===== config.mk =====
export PLATFORM = sky130hd
export DESIGN_NAME = dio_decode_irq
export DESIGN_NICKNAME = d
export VERILOG_FILES = /design/src/core/dio_pkg.sv /design/src/core/dio_decode_irq.sv /design/src/core/dio_sync2.sv /design/src/core/dio_edge.sv
export SDC_FILE = /design/constraint.sdc
export NUM_CORES = 1
export LEC_CHECK = 0
export ABC_CLOCK_PERIOD_IN_PS = 3040
export BUFFER_PORTS_ARGS = -buffer_cell sky130_fd_sc_hd__buf_2
export CORE_MARGIN = 2
export CORE_UTILIZATION = 35
export CTS_BUF_LIST = sky130_fd_sc_hd__clkbuf_16
export DETAILED_ROUTE_END_ITERATION = 6
export PLACE_DENSITY = 0.64
export SETUP_SLACK_MARGIN = 0.3
export SYNTH_ARGS = -nofsm -noshare
export SYNTH_HDL_FRONTEND = slang
export SYNTH_HIERARCHICAL = 1
export SYNTH_SLANG_ARGS = --single-unit
export TNS_END_PERCENT = 50

===== constraint.sdc =====
create_clock -name clk -period 3.04 [get_ports clk]
set_clock_uncertainty 0.05 [all_clocks]
set_input_delay 0.912 -clock clk [delete_from_list [all_inputs] [get_ports clk]]
set_output_delay 0.912 -clock clk [all_outputs]
set_load 0.03 [all_outputs]

===== src/core/dio_pkg.sv =====
// constants for the digital i/o card decoder and interrupt glue
package dio_pkg;
   localparam int       NUM_CH        = 6;
   localparam int       NUM_CH_SMALL  = 4;
   localparam int       ADDR_W        = 10;
   localparam int       NUM_IRQ       = 9;
   // capacity mode switch: 1 = 144-line (factory), 0 = 96-line
   localparam logic     MODE_144      = 1'h1;
   localparam logic     MODE_96       = 1'h0;
   // window sizes in addresses
   localparam int       WIN_144       = 32;
   localparam int       WIN_96        = 16;
   // address field positions
   localparam int       A9_POS        = 9;
   localparam int       SW_HI         = 8;
   localparam int       SW_LO         = 4;
   localparam int       OFF_HI        = 4;
   localparam logic [4:0] CH_OFF_END  = 5'h18;
   // interrupt level jumper, one-hot over lines 3,5,6,7,9,10,11,12,15
   localparam logic [8:0] IRQ_LEVEL_RESET = 9'h100;
   // per-channel mode jumper codes, one-hot
   typedef enum logic [2:0] {
      dio_irq_off    = 3'h1,
      dio_irq_gated  = 3'h2,
      dio_irq_always = 3'h4
   } dio_irq_mode_t;
   // port c bit positions
   localparam int       PC_ZERO       = 0;
   localparam int       PC_THREE      = 3;
   localparam int       PC_GATE       = 4;
endpackage


===== src/core/dio_decode_irq.sv =====
// address decoder and interrupt request glue for the six-channel i/o card
`timescale 1ns/1ps
`default_nettype none
module dio_decode_irq (
   // clock and reset
   input  wire logic                   clk,
   input  wire logic                   rst_n,
   // isa address and strobes
   input  wire logic [9:0]             isa_addr,
   input  wire logic                   isa_aen,
   input  wire logic                   isa_ior_n,
   input  wire logic                   isa_iow_n,
   // configuration switches and jumpers
   input  wire logic [4:0]             base_address_switch,
   input  wire logic                   capacity_mode_switch,
   input  wire logic [8:0]             irq_level_jumper,
   input  wire logic [17:0]            channel_irq_mode_jumper,
   // field port c lines, per channel
   input  wire logic [5:0]             port_c_line_zero,
   input  wire logic [5:0]             port_c_line_three,
   input  wire logic [5:0]             port_c_gate_line,
   // decode results
   output logic                        card_select,
   output logic [5:0]                  chan_select,
   output logic [1:0]                  port_select,
   output logic                        read_strobe,
   output logic                        write_strobe,
   // interrupt request pins, one per routable level
   output logic [8:0]                  irq_out,
   output logic [8:0]                  irq_oe,
   // per-channel request pulses, for visibility
   output logic [5:0]                  chan_request
);
   logic [5:0] sync_zero;
   logic [5:0] sync_three;
   logic [5:0] sync_gate;
   logic [5:0] rise_zero;
   logic [5:0] fall_three;
   logic [5:0] next_request;
   logic       mode_144;
   logic [8:0] level_sel;
   logic       hit;
   logic [4:0] offset;
   logic [2:0] chan_idx;
   logic       chan_ok;
   logic       any_req;

   // capacity switch and level jumper are static; caught once after reset release
   logic       cfg_loaded;
   always_ff @(posedge clk or negedge rst_n) begin
      if (!rst_n) begin
         cfg_loaded <= 1'h0;
         mode_144   <= dio_pkg::MODE_144;
         level_sel  <= dio_pkg::IRQ_LEVEL_RESET;
      end else if (!cfg_loaded) begin
         cfg_loaded <= 1'h1;
         mode_144   <= capacity_mode_switch;
         level_sel  <= irq_level_jumper;
      end
   end

   // address window match
   always_comb begin
      hit = 1'h0;
      if (!isa_addr[dio_pkg::A9_POS] || isa_aen) begin
         hit = 1'h0;
      end else if (mode_144 == dio_pkg::MODE_144) begin
         // low switch bit is a don't care here
         hit = isa_addr[dio_pkg::SW_HI:dio_pkg::SW_LO+1]
            == base_address_switch[4:1];
      end else begin
         hit = isa_addr[dio_pkg::SW_HI:dio_pkg::SW_LO]
            == base_address_switch;
      end
   end

   always_comb begin
      if (mode_144 == dio_pkg::MODE_144) begin
         offset = isa_addr[dio_pkg::OFF_HI:0];
      end else begin
         offset = {1'h0, isa_addr[3:0]};
      end
      chan_idx = offset[4:2];
      if (offset >= dio_pkg::CH_OFF_END) begin
         chan_ok = 1'h0;
      end else if (mode_144 != dio_pkg::MODE_144
                   && chan_idx >= 3'(dio_pkg::NUM_CH_SMALL)) begin
         chan_ok = 1'h0;
      end else begin
         chan_ok = 1'h1;
      end
   end

   always_ff @(posedge clk or negedge rst_n) begin
      if (!rst_n) begin
         card_select  <= 1'h0;
         chan_select  <= 6'h00;
         port_select  <= 2'h0;
         read_strobe  <= 1'h0;
         write_strobe <= 1'h0;
      end else begin
         card_select  <= hit;
         chan_select  <= (hit && chan_ok) ? 6'(6'h01 << chan_idx) : 6'h00;
         port_select  <= offset[1:0];
         read_strobe  <= hit && chan_ok && !isa_ior_n;
         write_strobe <= hit && chan_ok && !isa_iow_n;
      end
   end

   // input synchronisers
   dio_sync2 #(.W(6)) u_sync_zero (
      .clk   (clk),
      .rst_n (rst_n),
      .din   (port_c_line_zero),
      .dout  (sync_zero)
   );
   dio_sync2 #(.W(6)) u_sync_three (
      .clk   (clk),
      .rst_n (rst_n),
      .din   (port_c_line_three),
      .dout  (sync_three)
   );
   dio_sync2 #(.W(6)) u_sync_gate (
      .clk   (clk),
      .rst_n (rst_n),
      .din   (port_c_gate_line),
      .dout  (sync_gate)
   );

   // nothing is latched: sources live only as edges
   genvar g;
   generate
      for (g = 0; g < dio_pkg::NUM_CH; g++) begin : gen_ch
         logic [2:0] jmode;
         dio_edge u_edge (
            .clk        (clk),
            .rst_n      (rst_n),
            .line_zero  (sync_zero[g]),
            .line_three (sync_three[g]),
            .rise_zero  (rise_zero[g]),
            .fall_three (fall_three[g])
         );
         assign jmode = channel_irq_mode_jumper[3*g +: 3];
         always_comb begin
            next_request[g] = 1'h0;
            case (jmode)
               dio_pkg::dio_irq_gated:
                  next_request[g] = !sync_gate[g]
                     && (rise_zero[g] || fall_three[g]);
               dio_pkg::dio_irq_always:
                  next_request[g] = rise_zero[g] || fall_three[g];
               default:
                  next_request[g] = 1'h0;
            endcase
            if (mode_144 != dio_pkg::MODE_144
                && g >= dio_pkg::NUM_CH_SMALL) begin
               next_request[g] = 1'h0;
            end
         end
      end
   endgenerate

   assign any_req = |next_request;

   // drive the pulse only on the selected level, float the rest
   always_ff @(posedge clk or negedge rst_n) begin
      if (!rst_n) begin
         chan_request <= 6'h00;
         irq_out      <= 9'h000;
         irq_oe       <= 9'h000;
      end else begin
         chan_request <= next_request;
         irq_out      <= any_req ? level_sel : 9'h000;
         irq_oe       <= any_req ? level_sel : 9'h000;
      end
   end
endmodule
`default_nettype wire


===== src/core/dio_sync2.sv =====
// two flop synchroniser for a bus of levels
`timescale 1ns/1ps
`default_nettype none
module dio_sync2 #(
   parameter int W = 1
) (
   // clock and reset
   input  wire logic         clk,
   input  wire logic         rst_n,
   // data
   input  wire logic [W-1:0] din,
   output logic      [W-1:0] dout
);
   logic [W-1:0] meta;

   always_ff @(posedge clk or negedge rst_n) begin
      if (!rst_n) begin
         meta <= '0;
         dout <= '0;
      end else begin
         meta <= din;
         dout <= meta;
      end
   end
endmodule
`default_nettype wire


===== src/core/dio_edge.sv =====
// edge detector for one channel's two request lines
`timescale 1ns/1ps
`default_nettype none
module dio_edge (
   // clock and reset
   input  wire logic clk,
   input  wire logic rst_n,
   // synchronised levels
   input  wire logic line_zero,
   input  wire logic line_three,
   // detected edges, one-cycle pulses
   output logic      rise_zero,
   output logic      fall_three
);
   logic prev_zero;
   logic prev_three;

   always_ff @(posedge clk or negedge rst_n) begin
      if (!rst_n) begin
         prev_zero  <= 1'h0;
         prev_three <= 1'h0;
      end else begin
         prev_zero  <= line_zero;
         prev_three <= line_three;
      end
   end

   assign rise_zero  = line_zero & ~prev_zero;
   assign fall_three = ~line_three & prev_three;
endmodule
`default_nettype wire


=== After elaboration in Yosys (flattened, before gate mapping) ===
Index checks and enable logic that the tools add are counted.

* Register bits: 85
* Input port bits: 66

* $lt $le $gt $ge: 2
* Equal/unequal tests: 14
* Shifts and indexed selects: 1
* Mux-type cells: 15
* Bitwise gates (word level): 25
* Reduce and logical (&&, ||, !) cells: 27

{| class="wikitable"
|+ Operators by type and width
! cell !! number
|-
| 3-bit by 2-bit equality test with 1-bit output, second input constant || 6
|-
| 3-bit equality test, second input constant || 6
|-
| 1-bit NOT || 13
|-
| 1-bit bitwise AND || 12
|-
| 1-bit one-hot mux with 2 select lines || 6
|-
| 1-bit logical AND || 10
|-
| 1-bit zero test || 9
|-
| 9-bit 2-to-1 mux || 1
|-
| 1-bit logical OR || 7
|-
| 1-bit 2-to-1 mux || 6
|-
| 6-bit 2-to-1 mux || 1
|-
| 6-bit OR reduction || 1
|-
| 1-bit by 3-bit << shifter with 6-bit output, first input constant || 1
|-
| 5-bit equality test || 1
|-
| 5-bit >= comparator, second input constant || 1
|-
| 5-bit 2-to-1 mux || 1
|-
| 4-bit equality test || 1
|-
| 3-bit >= comparator, second input constant || 1
|}

=== Depth between registers and ports, before layout ===
* Depth in word-level cells: 8
* Depth in mapped cells: 5

=== Hierarchy ===
The synthesis kept the hierarchy.

{| class="wikitable"
|+ Modules (own cells, without submodules)
! module !! instances !! cells each !! area an instance (um^2) !! sequential area each (um^2)
|-
| dio_decode_irq || 1 || 116 || 1584.0 || 928.4
|-
| dio_sync2 || 3 || 12 || 300.3 || 300.3
|-
| dio_edge || 6 || 4 || 77.6 || 50.0
|}

=== Worst setup path before layout ===
Ideal clock, no wire load.

* Kind: input-to-reg
* From: input channel_irq_mode_jumper[14]
* To: register irq_oe[0]
* Library setup time: 78 ps
* Arrival: 1904 ps
* Data required time: 2912 ps
* Slack: 1009 ps
* Stages: 4
* Buffers on the path: 0
* Path through: or3b_4 a2111oi_4 nor4_4 a21boi_1

* Longest elaborated chain between the ends: 5

{| class="wikitable"
|+ RTL lines
! what !! RTL line !! source
|-
| start, declared || dio_decode_irq.sv:17 || <nowiki>input wire logic [17:0] channel_irq_mode_jumper,</nowiki>
|-
| 3-bit equality test or 3-bit by 2-bit equality test with 1-bit output (tied branches) || dio_decode_irq.sv:146 || <nowiki>case (jmode)</nowiki>
|-
| 1-bit one-hot mux with 2 select lines * || dio_decode_irq.sv:146 ||
|-
| 1-bit 2-to-1 mux * || dio_decode_irq.sv:155 || <nowiki>if (mode_144 != dio_pkg::MODE_144</nowiki>
|-
| net next_request[4] || dio_decode_irq.sv:39 || <nowiki>logic [5:0] next_request;</nowiki>
|-
| 6-bit OR reduction * || dio_decode_irq.sv:163 || <nowiki>assign any_req = |next_request;</nowiki>
|-
| 9-bit 2-to-1 mux * || dio_decode_irq.sv:174 || <nowiki>irq_oe <= any_req ? level_sel : 9'h000;</nowiki>
|-
| end signal, assigned || dio_decode_irq.sv:174 ||
|-
| end, declared || dio_decode_irq.sv:30 || <nowiki>output logic [8:0] irq_oe,</nowiki>
|}

The timed path passes the listed nets; every way through them passes the cells marked *.
A chain may end at the register's enable or synchronous reset.

=== Worst setup path in the final report ===
* From: input channel_irq_mode_jumper[2]
* To: register irq_oe[8]

* Longest elaborated chain between the ends: 4

{| class="wikitable"
|+ RTL lines
! what !! RTL line
|-
| 3-bit equality test or 3-bit by 2-bit equality test with 1-bit output (tied branches) || dio_decode_irq.sv:146
|-
| 1-bit one-hot mux with 2 select lines * || dio_decode_irq.sv:146
|-
| net next_request[0] || dio_decode_irq.sv:39
|-
| 6-bit OR reduction * || dio_decode_irq.sv:163
|-
| 9-bit 2-to-1 mux * || dio_decode_irq.sv:174
|}

Marked as above.

==> flow_summary.json <==
{
  "syn-cell-area_um2": 2950,
  "drive_above_1_share": 0.518,
  "reg2reg_slack_ns": 1.43,
  "whs_path_depth": 0,
  "rows": 33,
  "syn_to_final_growth_pct": 28.5,
  "worst_pin_slew_ns": 0.657,
  "avgSynthCellArea_um2": 16.8,
  "combPwrFrac": 0.101,
  "initialDrtViolationCount": 25,
  "min_to": "u_sync_gate/dout[2]",
  "outcome": "complete, no violations",
  "r2r-end": "irq_oe[8]",
  "rsz0062_at_grt": "no",
  "synth_most_common_cell": "dfrtp_1",
  "fmax_ghz": 0.529,
  "p_per_area_nw_per_um2": 637,
  "synth_nets": 242,
  "totalWireLength_um": 4760,
  "async_flop_share": 1.00,
  "ys_ff_latch": 85,
  "ir_worst_vdd_v": 0.000275,
  "power.internal_mw": 1.84,
  "ys.flop_type": "dfrtp_1",
  "gr-usage-all-layers": 0.110,
  "synth_cell_types": 29,
  "design.die.area_um2": 9180,
  "fin_nets": 343,
  "synthMuxAreaShare": 0.0382,
  "fin_crit_sh": 0.622,
  "holdCritPathClass": "reg -> reg",
  "synthTopCellsByCount": "dfrtp_1, nor2b_4, mux2_2",
  "place_congestion": 0.685,
  "final_cells": 387,
  "cts_resized": 0,
  "swShare": 0.238,
  "vias": 1653,
  "drv_cap": 0,
  "dp.final_hpwl_um": 3580,
  "grt_pass1_wl_um": 7490,
  "clock_path_buffers": 2,
  "slew_headroom": 0.560,
  "p_sw_mw": 0.575,
  "cp-end-kind": "flip-flop",
  "setup_slack_ns": 1.15,
  "start_kind": "primary input",
  "r2r_cells": 5,
  "io_buffers": 100,
  "holdBufCountCts": 0,
  "diodes": 0,
  "die_y_um": 95.8,
  "dr.pass1.iters": 3,
  "setup_viol": 0,
  "reg2reg_from": "u_sync_zero/dout[2]",
  "ant_nets": 0,
  "dp_slack_ns": 0.792,
  "crit_arrival_ns": 2.08,
  "yosysTopAreaCellShare": 0.704,
  "power_frac_clock": 0.390,
  "pin_count": 101,
  "drcViolationCount": 0,
  "critPathKind": "in -> reg",
  "ys_warn_count": 6,
  "clkLatencyLatePin_ns": 0.32,
  "seq_area_frac_synth": 0.722,
  "cts_sinks": 85,
  "synth-xor-area-share": 0.0148,
  "clk_pin_slew_ns": 0.06,
  "grt_pass1_vias": 1598,
  "hold_viol": 0,
  "synthAdderAreaFrac": 0,
  "cp.required_ns": 3.23,
  "tns_ns": 0,
  "vias_per_cell": 4.27,
  "synth_top_family_by_area": "simple AND/OR/NAND/NOR gates",
  "start_util": 0.361,
  "die_w_um": 95.8,
  "fin_crit_ns": 1.89,
  "cts-root-buf": "clkbuf_16",
  "synth_edf_count": 0,
  "synth_area_leaders": "dfrtp_1, nor2b_4, mux2_2",
  "synth_cells": 176,
  "cts_buffers": 9,
  "post-place-cells": 371,
  "antenna_found_initial": 0,
  "grt_overflow_total": 0,
  "hold_start": "u_sync_gate/meta[2]",
  "cts_tree": "built",
  "cts.htree.levels": 3,
  "yosys.area_share.simple": 0.126,
  "core_um2": 8180,
  "synth_compound_area_frac": 0.0687,
  "yosys.area.top_type": "dfrtp_1",
  "worstPathMaxFanout": 9,
  "postCtsSetupBuffers": 0,
  "wl_per_cell_um": 12.3,
  "p_seq_frac": 0.509,
  "leakagePower_nw": 1.89,
  "slew_violations": 0,
  "grt_max_degree": 53
}
## worst max-delay path by stage
stage,start,endpoint,cells after the start
3_3_place_gp,base_address_switch[2],chan_select[5],5
2_1_floorplan,channel_irq_mode_jumper[14],irq_oe[0],4
4_1_cts,channel_irq_mode_jumper[2],irq_oe[8],5
3_5_place_dp,channel_irq_mode_jumper[2],irq_oe[8],5
6_report,channel_irq_mode_jumper[2],irq_oe[8],5
5_1_grt,channel_irq_mode_jumper[2],irq_oe[0],5
## layout by cell type (no fill, tap or decap)
master	n
a21boi_1	9
mux2_2	10
dfrtp_1	83
or3b_2	1
conb_1	1
or2b_1	1
or3b_1	3
buf_12	1
buf_4	1
a211oi_1	2
nor2b_4	12
nor4b_1	2
clkinv_2	2
nor4_1	1
nor3b_1	1
a2111oi_4	2
nand2_1	3
nor2_1	7
clkbuf_16	9
nor4_4	1
a311oi_1	2
a211oi_4	2
nand2b_1	5
nor3_1	4
o211ai_1	1
buf_2	99
dfstp_2	2
clkinvlp_4	2
xor2_1	4
or3b_4	2
inv_1	6
xnor2_1	1
## power by group through the flow
stage	Sequential, mW	Combinational (mW)	Clock [mW]
finish	1.23	0.244	0.941
CTS	1.23	0.250	0.974
detailed placement	1.25	0.249	0
floorplan	1.28	0.122	0
global route	1.24	0.269	1.03
global placement	1.25	0.246	0
## metrics by stage
stage	power (mW)	util	hold WS [ns]	area (um^2)
2_1_floorplan	1.40	-	0.281	2950
3_3_place_gp	1.49	0.432	0.281	3530
3_5_place_dp	1.50	0.432	0.285	3530
4_1_cts	2.45	0.464	0.295	3790
5_1_grt	2.54	0.464	0.290	3790
6_report	2.41	0.464	0.289	3790
## metal layers
layer,routed length [um],GRT usage,vias to the layer above
li1,-,-,786
met1,2030,0.146,790
met2,2220,0.163,67
met3,422,0.0360,10
met4,90,0.0536,0
met5,0,0,-
## worst max-delay path: stages
cell and delay [ns]:
buf_2 0.10, or3b_1 0.36, a211oi_1 0.28, nor2_1 0.24, a21boi_1 0.18
## state kept, by name, summed over array words and instances, names as in the netlist
register                  count
mode_144                      1
u_sync_three/meta             6
u_sync_gate/dout              6
u_sync_zero/dout              6
gen_ch.u_edge/prev_zero       6
write_strobe                  1
u_sync_gate/meta              6
read_strobe                   1
irq_oe                        9
chan_select                   6
chan_request                  6
u_sync_three/dout             6
port_select                   2
card_select                   1
u_sync_zero/meta              6
gen_ch.u_edge/prev_three      6
cfg_loaded                    1
level_sel                     9
## layout make-up
cell class	instances	area, um^2
repair buffers	101	523
inverters	3	11.3
fillers	751	4380
multi-input cells	77	734
well taps	105	131
clock buffers	9	225
flip-flops and latches	85	2130
clock inverters	7	36.3
## kinds of logic after synthesis
logic type | Yosys count
flops | 85
buf+inv | 14
xor+xnor | 5
compound gates | 18
simple gates | 43
other cells | 1
mux | 10
Power figures use the tool's default switching activity.
